[src/include/lsu_pkg.sv]
// ---------------------------------------------------------------------------
// lin sync unit constants
// ---------------------------------------------------------------------------
package lsu_pkg;

  // ---------------------------------------------------------------------------
  // clocking and timing
  // ---------------------------------------------------------------------------
  localparam int CLK_HZ        = 125_000_000;
  localparam int CLK_PERIOD_NS = 8;
  localparam int LP_OSC_HZ     = 131_000;
  localparam int SYNC_CLK_HZ   = 5_000_000;
  localparam int LP_DIV        = CLK_HZ / LP_OSC_HZ;
  localparam int SYNC_DIV      = CLK_HZ / SYNC_CLK_HZ;
  localparam int SELF_CLR_NS   = 15_000;
  localparam int SELF_CLR_CYC  = (SELF_CLR_NS + CLK_PERIOD_NS - 1) / CLK_PERIOD_NS;
  localparam logic [10:0] SELF_CLR_LAST = 11'(SELF_CLR_CYC - 1);

  // ---------------------------------------------------------------------------
  // register byte addresses
  // ---------------------------------------------------------------------------
  localparam logic [31:0] ADDR_SYNC_CONTROL = 32'hFFFF0780;
  localparam logic [31:0] ADDR_SYNC_STATUS  = 32'hFFFF0784;
  localparam logic [31:0] ADDR_SYNC_VALUE   = 32'hFFFF0788;
  localparam logic [31:0] ADDR_EDGE_SETUP   = 32'hFFFF078C;
  localparam logic [31:0] ADDR_BREAK_TIMER  = 32'hFFFF0790;

  typedef enum logic [2:0] {
    SEL_NONE  = 3'h0,
    SEL_CTL   = 3'h1,
    SEL_STS   = 3'h2,
    SEL_VAL   = 3'h3,
    SEL_SETUP = 3'h4,
    SEL_BRK   = 3'h5
  } lsu_sel_t;

  // ---------------------------------------------------------------------------
  // field positions
  // ---------------------------------------------------------------------------
  localparam int CTL_RST      = 0;
  localparam int CTL_ECLR     = 1;
  localparam int CTL_EN       = 2;
  localparam int CTL_START_IE = 3;
  localparam int CTL_STOP_IE  = 4;
  localparam int CTL_EDGE_RISE = 7;
  localparam int STS_BRK      = 0;
  localparam int STS_STOP     = 1;
  localparam int STS_START    = 2;
  localparam int STS_ERR      = 4;
  localparam int STS_RDONE    = 5;
  localparam int SETUP_START_LSB = 0;
  localparam int SETUP_STOP_LSB  = 4;

  // ---------------------------------------------------------------------------
  // reset values and break timer limit
  // ---------------------------------------------------------------------------
  localparam logic [7:0]  SETUP_RST = 8'h32;
  localparam logic [11:0] CMP_RST   = 12'h047;
  localparam logic [15:0] VAL_RST   = 16'h0000;
  localparam logic [11:0] BRK_MAX   = 12'hFFF;

  typedef enum logic [1:0] {
    ST_IDLE = 2'b00,
    ST_RUN  = 2'b01,
    ST_DONE = 2'b11
  } lsu_sync_st_t;

endpackage

[src/rtl/lsu_tick_div.sv]
`timescale 1ns/1ps
// ---------------------------------------------------------------------------
// one-cycle enable every DIV clocks
// ---------------------------------------------------------------------------
module lsu_tick_div #(
  parameter int DIV = 25
) (
  input  wire logic clock,
  input  wire logic rst_b,
  input  wire logic run,
  output logic      tick
);
  localparam logic [9:0] LAST = 10'(DIV - 1);

  typedef struct packed {
    logic [9:0] cnt;
    logic       tick;
  } lsu_div_t;

  lsu_div_t s_r;
  lsu_div_t s_nxt;

  always_comb begin
    s_nxt = s_r;
    s_nxt.tick = 1'b0;
    if (!run) begin
      s_nxt.cnt = 10'h000;
    end else if (s_r.cnt == LAST) begin
      s_nxt.cnt  = 10'h000;
      s_nxt.tick = 1'b1;
    end else begin
      s_nxt.cnt = s_r.cnt + 10'h001;
    end
  end

  always_ff @(posedge clock or negedge rst_b) begin
    if (!rst_b) begin
      s_r <= '0;
    end else begin
      s_r <= s_nxt;
    end
  end

  assign tick = s_r.tick;
endmodule

[src/rtl/lsu_lin_sync.sv]
// Local design decision: the APB register port.
`timescale 1ns/1ps
module lsu_lin_sync
  import lsu_pkg::*;
(
  input  wire logic        clock,
  input  wire logic        rst_b,
  input  wire logic        psel,
  input  wire logic        penable,
  input  wire logic        pwrite,
  input  wire logic [31:0] paddr,
  input  wire logic [31:0] pwdata,
  output logic      [31:0] prdata,
  output logic             pready,
  output logic             pslverr,
  input  wire logic        lin_rx,
  output logic             lin_irq
);

  // ---------------------------------------------------------------------------
  // state
  // ---------------------------------------------------------------------------
  typedef struct packed {
    logic         en;
    logic         start_ie;
    logic         stop_ie;
    logic         edge_rise;
    logic         rst_busy;
    logic [10:0]  rst_cnt;
    logic         eclr_busy;
    logic [10:0]  eclr_cnt;
    logic [7:0]   setup;
    logic [11:0]  cmp;
    logic [11:0]  brk;
    logic         brk_run;
    logic         brk_ok;
    logic [3:0]   fcnt;
    logic [3:0]   rcnt;
    logic [15:0]  sval;
    lsu_sync_st_t st;
    logic         f_brk;
    logic         f_stop;
    logic         f_start;
    logic         f_err;
    logic         f_rdone;
    logic         lin_q;
    logic [31:0]  prdata;
    logic         pslverr;
  } lsu_state_t;

  lsu_state_t s_r;
  lsu_state_t s_nxt;

  logic       tick_lp;
  logic       tick_sy;
  logic       active;
  logic       fall;
  logic       rise;
  logic       brk_hit;
  logic       ovf;
  logic       stop_hit;
  logic       wr_acc;
  logic       rd_acc;
  lsu_sel_t   sel;

  // ---------------------------------------------------------------------------
  // address decode
  // ---------------------------------------------------------------------------
  function automatic lsu_sel_t lsu_decode(input logic [31:0] a);
    if (a == ADDR_SYNC_CONTROL) begin
      return SEL_CTL;
    end else if (a == ADDR_SYNC_STATUS) begin
      return SEL_STS;
    end else if (a == ADDR_SYNC_VALUE) begin
      return SEL_VAL;
    end else if (a == ADDR_EDGE_SETUP) begin
      return SEL_SETUP;
    end else if (a == ADDR_BREAK_TIMER) begin
      return SEL_BRK;
    end else begin
      return SEL_NONE;
    end
  endfunction

  assign active = s_r.en & ~s_r.rst_busy;
  assign fall   = s_r.lin_q & ~lin_rx;
  assign rise   = ~s_r.lin_q & lin_rx;
  assign sel    = lsu_decode(paddr);
  assign wr_acc = psel & penable & pwrite;
  assign rd_acc = psel & penable & ~pwrite;

  // ---------------------------------------------------------------------------
  // rate enables
  // ---------------------------------------------------------------------------
  lsu_tick_div #(.DIV(LP_DIV)) u_lp_div (
    .clock (clock),
    .rst_b (rst_b),
    .run   (active),
    .tick  (tick_lp)
  );

  lsu_tick_div #(.DIV(SYNC_DIV)) u_sy_div (
    .clock (clock),
    .rst_b (rst_b),
    .run   (active),
    .tick  (tick_sy)
  );

  // ---------------------------------------------------------------------------
  // next state
  // ---------------------------------------------------------------------------
  always_comb begin
    s_nxt    = s_r;
    brk_hit  = 1'b0;
    ovf      = 1'b0;
    stop_hit = 1'b0;
    s_nxt.lin_q = lin_rx;

    // setup phase: capture read data
    if (psel && !penable) begin
      s_nxt.pslverr = (sel == SEL_NONE);
      s_nxt.prdata  = 32'h00000000;
      if (sel == SEL_CTL) begin
        s_nxt.prdata[CTL_RST]       = s_r.rst_busy;
        s_nxt.prdata[CTL_ECLR]      = s_r.eclr_busy;
        s_nxt.prdata[CTL_EN]        = s_r.en;
        s_nxt.prdata[CTL_START_IE]  = s_r.start_ie;
        s_nxt.prdata[CTL_STOP_IE]   = s_r.stop_ie;
        s_nxt.prdata[CTL_EDGE_RISE] = s_r.edge_rise;
      end else if (sel == SEL_STS) begin
        s_nxt.prdata[STS_BRK]   = s_r.f_brk;
        s_nxt.prdata[STS_STOP]  = s_r.f_stop;
        s_nxt.prdata[STS_START] = s_r.f_start;
        s_nxt.prdata[STS_ERR]   = s_r.f_err;
        s_nxt.prdata[STS_RDONE] = s_r.f_rdone;
      end else if (sel == SEL_VAL) begin
        s_nxt.prdata[15:0] = s_r.sval;
      end else if (sel == SEL_SETUP) begin
        s_nxt.prdata[7:0] = s_r.setup;
      end else if (sel == SEL_BRK) begin
        s_nxt.prdata[11:0] = s_r.brk;
      end
    end

    // access phase: writes and read side effects
    if (wr_acc && sel == SEL_CTL) begin
      s_nxt.en        = pwdata[CTL_EN];
      s_nxt.start_ie  = pwdata[CTL_START_IE];
      s_nxt.stop_ie   = pwdata[CTL_STOP_IE];
      s_nxt.edge_rise = pwdata[CTL_EDGE_RISE];
      if (pwdata[CTL_RST]) begin
        s_nxt.rst_busy = 1'b1;
        s_nxt.rst_cnt  = 11'h000;
        s_nxt.f_rdone  = 1'b0;
      end
      if (pwdata[CTL_ECLR]) begin
        s_nxt.eclr_busy = 1'b1;
        s_nxt.eclr_cnt  = 11'h000;
      end
    end
    if (wr_acc && sel == SEL_SETUP) begin
      s_nxt.setup = pwdata[7:0];
    end
    if (wr_acc && sel == SEL_BRK) begin
      s_nxt.cmp = pwdata[11:0];
    end
    if (rd_acc && sel == SEL_BRK) begin
      s_nxt.brk = 12'h000;
    end
    if (rd_acc && sel == SEL_STS) begin
      s_nxt.f_brk   = 1'b0;
      s_nxt.f_stop  = 1'b0;
      s_nxt.f_start = 1'b0;
      s_nxt.f_err   = 1'b0;
    end

    // break timer: events below override the clears above
    if (active) begin
      if (fall) begin
        s_nxt.brk     = 12'h000;
        s_nxt.brk_run = 1'b1;
      end else if (rise) begin
        s_nxt.brk_run = 1'b0;
      end else if (s_r.brk_run && tick_lp && !lin_rx) begin
        if (s_nxt.brk == BRK_MAX) begin
          ovf           = 1'b1;
          s_nxt.brk     = 12'h000;
          s_nxt.brk_run = 1'b0;
          s_nxt.f_err   = 1'b1;
        end else begin
          s_nxt.brk = s_nxt.brk + 12'h001;
          brk_hit   = (s_nxt.brk == s_r.cmp);
        end
      end
    end

    // a matched break restarts the sync measurement
    if (brk_hit) begin
      s_nxt.f_brk  = 1'b1;
      s_nxt.brk_ok = 1'b1;
      s_nxt.fcnt   = 4'h1;
      s_nxt.rcnt   = 4'h0;
      s_nxt.sval   = VAL_RST;
      s_nxt.st     = ST_IDLE;
    end else if (active && s_r.brk_ok) begin
      if (fall && s_r.fcnt != 4'hF) begin
        s_nxt.fcnt = s_r.fcnt + 4'h1;
      end
      if (rise && s_r.rcnt != 4'hF) begin
        s_nxt.rcnt = s_r.rcnt + 4'h1;
      end
      case (s_r.st)
        ST_IDLE: begin
          if (fall && s_nxt.fcnt == s_r.setup[SETUP_START_LSB +: 4]) begin
            s_nxt.st      = ST_RUN;
            s_nxt.sval    = VAL_RST;
            s_nxt.f_start = 1'b1;
          end
        end
        ST_RUN: begin
          if (tick_sy) begin
            s_nxt.sval = s_r.sval + 16'h0001;
          end
          if (s_r.edge_rise) begin
            stop_hit = rise && (s_nxt.rcnt == s_r.setup[SETUP_STOP_LSB +: 4]);
          end else begin
            stop_hit = fall && (s_nxt.fcnt == s_r.setup[SETUP_STOP_LSB +: 4]);
          end
          if (stop_hit) begin
            s_nxt.st     = ST_DONE;
            s_nxt.f_stop = 1'b1;
          end
        end
        ST_DONE: begin
          s_nxt.st = ST_DONE;
        end
        default: begin
          s_nxt.st = ST_IDLE;
        end
      endcase
    end

    // edge counter clear, self-timed
    if (s_r.eclr_busy) begin
      s_nxt.fcnt = 4'h0;
      s_nxt.rcnt = 4'h0;
      if (s_r.eclr_cnt == SELF_CLR_LAST) begin
        s_nxt.eclr_busy = 1'b0;
      end else begin
        s_nxt.eclr_cnt = s_r.eclr_cnt + 11'h001;
      end
    end

    // sync reset: hold defaults for the self-clear time
    if (s_r.rst_busy) begin
      s_nxt.setup   = SETUP_RST;
      s_nxt.cmp     = CMP_RST;
      s_nxt.brk     = 12'h000;
      s_nxt.brk_run = 1'b0;
      s_nxt.brk_ok  = 1'b0;
      s_nxt.fcnt    = 4'h0;
      s_nxt.rcnt    = 4'h0;
      s_nxt.sval    = VAL_RST;
      s_nxt.st      = ST_IDLE;
      s_nxt.f_brk   = 1'b0;
      s_nxt.f_stop  = 1'b0;
      s_nxt.f_start = 1'b0;
      s_nxt.f_err   = 1'b0;
      if (s_r.rst_cnt == SELF_CLR_LAST) begin
        s_nxt.rst_busy = 1'b0;
        s_nxt.f_rdone  = 1'b1;
      end else begin
        s_nxt.rst_cnt = s_r.rst_cnt + 11'h001;
      end
    end
  end

  // ---------------------------------------------------------------------------
  // registers
  // ---------------------------------------------------------------------------
  always_ff @(posedge clock or negedge rst_b) begin
    if (!rst_b) begin
      s_r         <= '0;
      s_r.setup   <= SETUP_RST;
      s_r.cmp     <= CMP_RST;
      s_r.sval    <= VAL_RST;
      s_r.st      <= ST_IDLE;
      s_r.f_rdone <= 1'b1;
      s_r.lin_q   <= 1'b1;
    end else begin
      s_r <= s_nxt;
    end
  end

  assign prdata  = s_r.prdata;
  assign pslverr = s_r.pslverr;
  assign pready  = 1'b1;
  assign lin_irq = s_r.f_brk | s_r.f_err
                 | (s_r.f_stop & s_r.stop_ie)
                 | (s_r.f_start & s_r.start_ie);
endmodule

[config.mk]
export PLATFORM = sky130hd
export DESIGN_NAME = lsu_lin_sync
export DESIGN_NICKNAME = d
export VERILOG_FILES = /design/src/include/lsu_pkg.sv /design/src/rtl/lsu_tick_div.sv /design/src/rtl/lsu_lin_sync.sv
export SDC_FILE = /design/constraint.sdc
export NUM_CORES = 1
export LEC_CHECK = 0
export ABC_AREA = 1
export BUFFER_PORTS_ARGS = -buffer_cell sky130_fd_sc_hd__buf_2
export CORE_UTILIZATION = 51
export DETAILED_ROUTE_END_ITERATION = 10
export GPL_TIMING_DRIVEN = 0
export PLACE_DENSITY = 0.78
export RECOVER_POWER = 50
export SLEW_MARGIN = 20
export SYNTH_ARGS = -nofsm -noshare
export SYNTH_HDL_FRONTEND = slang
export SYNTH_HIERARCHICAL = 1
export SYNTH_SLANG_ARGS = --single-unit
[constraint.sdc]
create_clock -name clock -period 3.7 [get_ports clock]
set_clock_uncertainty 0.05 [all_clocks]
set_input_delay 0.555 -clock clock [delete_from_list [all_inputs] [get_ports clock]]
set_output_delay 0.555 -clock clock [all_outputs]
set_load 0.02 [all_outputs]
* Word level (Yosys, flattened, before mapping)
Index checks and enable logic that the tools add are counted.
** Operators by class
- Shift operators :: 0
- Mux-type cells :: 86
- Add/sub/neg operators :: 8
- $lt $le $gt $ge :: 0
- $mul :: 0
- Reductions and logical operators :: 31
- Div/mod/pow operators :: 0
- Bitwise gates (word level) :: 15
- Equal/unequal tests :: 26
** Operators by type and width (number)
- == test 32 bit, second input constant :: 5
- 2-to-1 mux 12 bit :: 10
- 2-to-1 mux 65 bit :: 1
- 2-to-1 mux 26 bit :: 2
- 2-to-1 mux 10 bit :: 5
- 2-to-1 mux 13 bit :: 3
- 2-to-1 mux 4 bit :: 9
- 2-to-1 mux 1 bit :: 33
- 2-to-1 mux 8 bit :: 4
- case mux 16 bit (2 select lines) :: 1
- 2-to-1 mux 24 bit :: 1
- adder 11 x 1 -> 11 bit, second input constant :: 2
- == test 11 bit, second input constant :: 2
- 2-to-1 mux 11 bit :: 2
- adder 10 x 1 -> 10 bit, second input constant :: 2
- 2-to-1 mux 18 bit :: 1
- 2-to-1 mux 3 bit :: 6
- adder 16 x 1 -> 16 bit, second input constant :: 1
- 2-to-1 mux 16 bit :: 1
- nonzero test 4 bit :: 4
- logical AND 1 bit :: 14
- adder 12 x 1 -> 12 bit, second input constant :: 1
- == test 12 bit :: 1
- == test 12 bit, second input constant :: 1
- other kinds (24) :: 54
** Word-level totals
- Flip-flop bits (word level) :: 133
- Logic and storage cells :: 195
- RAM bits :: 0
- Bits in read-only memories :: 0
- Latch bits :: 0
- Memories :: 0

* Longest topological paths before layout
- Word-level depth :: 29
- Depth in mapped cells :: 27

* Cells and area by module
The synthesis kept the hierarchy.
** By module, submodules not included
- lsu_lin_sync :: cells each 974, times used 1, area each 7106.8 µm²
- lsu_tick_div (u_lp_div) :: cells each 63, times used 1, area each 574.3 µm²
- lsu_tick_div (u_sy_div) :: cells each 72, times used 1, area each 566.8 µm²

* Least setup slack after synthesis
OpenSTA, ideal clock, no wires.
- Kind :: input-to-reg
- Start point :: in paddr[14]
- End point :: reg s_r[41] (netlist bit)
- Data arrival time :: 3032 ps
- Setup slack :: 544 ps
- Data required time :: 3576 ps
- Stages on the path :: 25
- Setup time :: 74 ps
- Path through :: inv_2 -> nand2_1 -> nor2_1 -> nand2_1 -> nor2_2 -> nand3_4 -> buf_2 -> nand2_1 -> inv_2 -> ha_1 -> buf_1 -> nand3_2 -> nor2_1 -> nand2_1 -> nand2_1 -> nand3_1 -> nand2_1 -> nand3_1 -> nor2_2 -> nand3_4 -> nand3_4 -> buf_6 -> buf_8 -> nand3_2 -> o21ai_2
** Between the ends
- Cells in the longest elaborated chain, start to end :: 18
** Ends and longest elaborated chain
- start, declared :: RTL line lsu_lin_sync.sv:11 : input wire logic [31:0] paddr,
- == test 32 bit :: RTL line lsu_lin_sync.sv:78 : end else if (a == ADDR_BREAK_TIMER) begin
- 2-to-1 mux 3 bit :: RTL line lsu_lin_sync.sv:78
- 2-to-1 mux 3 bit :: RTL line lsu_lin_sync.sv:76 : end else if (a == ADDR_EDGE_SETUP) begin
- 2-to-1 mux 3 bit :: RTL line lsu_lin_sync.sv:74 : end else if (a == ADDR_SYNC_VALUE) begin
- 2-to-1 mux 3 bit :: RTL line lsu_lin_sync.sv:72 : end else if (a == ADDR_SYNC_STATUS) begin
- 2-to-1 mux 3 bit (*) :: RTL line lsu_lin_sync.sv:70 : if (a == ADDR_SYNC_CONTROL) begin
- == test 3 bit (*) :: RTL line lsu_lin_sync.sv:167 : if (rd_acc && sel == SEL_BRK) begin
- logical AND 1 bit (*) :: RTL line lsu_lin_sync.sv:167
- [... 2 more ...]
- == test 12 bit :: RTL line lsu_lin_sync.sv:192 : brk_hit = (s_nxt.brk == s_r.cmp);
- 2-to-1 mux 1 bit (*) :: RTL line lsu_lin_sync.sv:185 : if (s_nxt.brk == BRK_MAX) begin
- 2-to-1 mux 1 bit (*) :: RTL line lsu_lin_sync.sv:184 : end else if (s_r.brk_run && tick_lp && !lin_rx) begin
- 2-to-1 mux 1 bit (*) :: RTL line lsu_lin_sync.sv:182 : end else if (rise) begin
- 2-to-1 mux 1 bit (*) :: RTL line lsu_lin_sync.sv:179 : if (fall) begin
- 2-to-1 mux 1 bit (*) :: RTL line lsu_lin_sync.sv:178 : if (active) begin
- != test 4 x 3 -> 1 bit (no line), or another cell as far along
- AND reduction 4 bit (no line) / 2-to-1 mux 65 bit (equally long branches)
- end signal, assigned :: RTL line lsu_lin_sync.sv:291 : s_r <= s_nxt;
- end, declared :: RTL line lsu_lin_sync.sv:51 : lsu_state_t s_r;
Every way passes the cells marked *; elsewhere a longest branch is shown, timed or not.
A chain may end at the register's enable or synchronous reset.

* Worst setup path after layout
- Start point :: in paddr[0]
- End point :: reg s_r[56] (netlist bit)
The elaborated chain is that of the path after synthesis.

==> impl_metrics.py <==
metrics = {
    "run_status": {
        "status": "finished, violations left",
        "violations": "design-rule violations, max-capacitance violations, max-slew violations",
    },
    "power_and_ir_drop": {
        "vdd_drop_max_mv": 0.343,
        "power_density_nw_per_um2": 359,
        "power_leakage_nw": 4.65,
        "p_total_mw": 3.43,
    },
    "clocking": {
        "root_buffer": "clkbuf_16",
        "cts_buffers": 17,
        "clkSlewWorstSetupHoldPaths_ps": 60,
        "cts_hold_buffers": 0,
        "clock-sinks": 133,
        "cts.repair.resized": 0,
        "cts_max_path_buffers": 2,
        "clkLatencyLatePin_ps": 430,
        "tritoncts": "built",
        "postCtsSetupBuffers": 0,
        "h-tree-depth": 4,
    },
    "setup_path": {
        "critPathLaunch": "paddr[0]",
        "cp_num_cells": 25,
        "cp_num_buf_inv": 5,
        "r2r_slack_ps": 440,
        "critical-path-top-delay-family": "simple AND/OR/NAND/NOR gates",
        "required_ps": 3960,
        "worstSetupStartpointType": "input pin",
        "reg2regPathDepth": 17,
        "crit_top_cell": "nand2_1",
        "cp.arrival_ps": 3590,
        "worstReg2RegEnd": "s_r[56]$_DFFE_PN0P_",
        "end_kind": "flip-flop",
        "critPathMaxFanout": 10,
        "worst_path_largest_cell_delay_ps": 240,
        "crit_type": "in -> reg",
        "cp-endpoint": "s_r[56]$_DFFE_PN0P_",
        "crit-reg2reg-launch": "s_r[126]$_DFFE_PN0P_",
        "slowest_stage": "ha_2",
    },
    "layout": {
        "layout-drive-gt1-share_pct": 16.5,
        "stdcell_count": 1438,
        "diodes": 0,
        "multiInputGateArea_sq_um": 4000,
        "area_growth_pct": 15.9,
        "nNetsFinal": 1292,
        "final_cell_area_sq_um": 9560,
        "fillers": 1411,
        "fin_util_pct": 60.4,
        "register_area_sq_um": 3340,
    },
    "global_route": {
        "grt_pass1_vias": 7214,
        "grt-ovfl-total": 0,
        "grt_util_all_layers_pct": 26.4,
        "grt_max_degree": 71,
        "antenna_found_initial": 0,
        "grt_pass1_wl_microns": 34200,
    },
    "yosys": {
        "ys_types": 55,
        "yosys_warnings": 6,
        "synthMuxAreaShare_pct": 0.273,
        "ys_top_cells_by_area": "dfrtp_1, nand2_1, inv_1",
        "synth_compound_area_share_pct": 12.9,
        "synth_top_cell_area_share_pct": 37.6,
        "synth-main-ff-cell": "dfrtp_1",
        "ys_seq_area_share_pct": 40.5,
        "synth_common_cells": "nand2_1, inv_1, dfrtp_1",
        "async_reset_ff_share_pct": 100,
        "synth_top_family_by_area": "simple AND/OR/NAND/NOR gates",
        "synthSimpleGateAreaFrac_pct": 30.1,
        "yosys.cell_count.top_type": "nand2_1",
        "synthXorXnorAreaFrac_pct": 2.76,
        "synth_edf_count": 0,
        "netlist_area_sq_um": 8250,
        "synth_fa_ha_area_share_pct": 1.82,
        "syn_inst": 1109,
        "ys_ff_latch": 133,
        "yosysTopAreaCell": "dfrtp_1",
        "synth_area_per_cell_sq_um": 7.44,
    },
    "flow_run": {
        "max_cap_violations": 1,
    },
    "floorplanning": {
        "fp.coreArea_sq_um": 15800,
        "dieArea_sq_um": 16700,
        "initial_core_util_pct": 52.1,
        "rows": 46,
        "die_w_microns": 129,
        "io_pins": 105,
        "fp.dieH_microns": 129,
    },
    "timing": {
        "grt_setup_unrepaired": "false",
        "finalSetupTns_ps": 0,
        "finalSetupViolations": 0,
        "finalMaxSlewViolations": 64,
        "hold_ws_ps": 236,
        "clock.fmax_ghz": 0.300,
        "period_share_pct": 90.0,
        "tightest_slew_ps": 2930,
        "fin_ws_ps": 371,
        "relSlewSlack_pct": -95.0,
        "hold_viol_final": 0,
        "post-route-min-period_ps": 3330,
    },
    "placement": {
        "pre_cts_slack_ps": -296,
        "dpl.hpwl_microns": 15300,
        "portBuffers": 67,
        "placed_cells": 1408,
        "postPlaceCellArea_sq_um": 8950,
        "gp_congestion": 0.960,
    },
    "routing": {
        "via_per_inst": 5.33,
        "first_pass_iters": 8,
        "drtAntennaViolNets": 0,
        "vias": 7658,
        "drtIter0Drc": 821,
        "post_drt_wl_per_cell_microns": 14.4,
        "drcViolationCount": 1,
        "wirelength_microns": 20700,
    },
    "hold_path": {
        "hold_class": "in -> reg",
    },
}
==> power breakdown <==
| group | leakage (nW) | switching [mW] | internal, mW | total [mW] |
|---|---|---|---|---|
| Clock | 0.297 | 0.627 | 1.19 | 1.81 |
| Combinational | 2.61 | 0.101 | 0.0542 | 0.156 |
| Sequential | 1.75 | 0.00304 | 1.46 | 1.46 |
| Total | 4.65 | 0.731 | 2.70 | 3.43 |
==> cell usage in the layout (no fill, tap or decap), drive strengths merged, types with 3 or more instances in the layout <==
cell / count
a21oi: 28
a31oi: 6
buf: 104
dfstp: 9
nor4: 5
xnor2: 7
nor2: 134
a22oi: 8
clkbuf: 33
o32ai: 5
o22ai: 26
nand3: 96
dfrtp: 124
nand2: 261
conb: 17
bufinv: 5
o21ai: 73
o31ai: 5
o211ai: 8
nand4: 21
clkinv: 4
inv: 163
o221ai: 3
xor2: 19
nor3: 22
ha: 12
==> final cells by class <==
cell class / count / area share [%]
clock inverters: 10 / 1.89
inverters: 164 / 6.44
plain buffers: 49 / 3.55
flip-flops and latches: 133 / 34.9
repair buffers: 68 / 3.86
multi-input cells: 777 / 41.9
clock buffers: 21 / 4.61
well taps: 216 / 2.83
==> worst reg2reg max path, delay by kind of cell (launching register included) <==
kind                   cells  cell delay [ps]
DFF                        1              420
and+or+nand+nor           12             1970
buffers and inverters      4              600
AOI/OAI and AO/OA          1              130
==> per-layer routing <==
layer | share of wire (%) | track usage (%) | vias to the layer above
met5 | 0 | 0 | -
met4 | 2.8 | 12.4 | 0
met3 | 7.0 | 4.75 | 38
met2 | 46 | 42.3 | 280
met1 | 44 | 34.8 | 3533
li1 | - | - | 3807
==> state kept, by name, summed over array words and instances (netlist names) <==
name           cells
pslverr            1
u_sy_div/s_r      10
prdata            16
u_lp_div/tick      1
s_r               94
u_sy_div/tick      1
u_lp_div/s_r      10
==> worst min path at each step <==
| stage | from | end | slack [ps] | cells past startpoint |
|---|---|---|---|---|
| floorplan | rst_b | prdata[0]$_DFFE_PN0P_ | 210 | 0 |
| global placement | prdata[5]$_DFFE_PN0P_ | prdata[5]$_DFFE_PN0P_ | 420 | 2 |
| detailed placement | prdata[2]$_DFFE_PN0P_ | prdata[2]$_DFFE_PN0P_ | 420 | 2 |
| CTS | rst_b | prdata[12]$_DFFE_PN0P_ | 30 | 1 |
| global route | lin_rx | s_r[33]$_DFF_PN1_ | 240 | 1 |
| finish | lin_rx | s_r[33]$_DFF_PN1_ | 240 | 1 |
==> logic make-up (layout without fill, tap and decap cells) <==
group / Yosys count / count (layout)
and+or+nand+nor: 546 / 546
xor gates and xnor gates: 26 / 26
DFF: 133 / 133
buffers and inverters: 214 / 312
adders and majority gates: 12 / 12
AOI/OAI and AO/OA: 174 / 174
other: 2 / 17
muxes: 2 / 2
(Power assumes the default switching activity.)
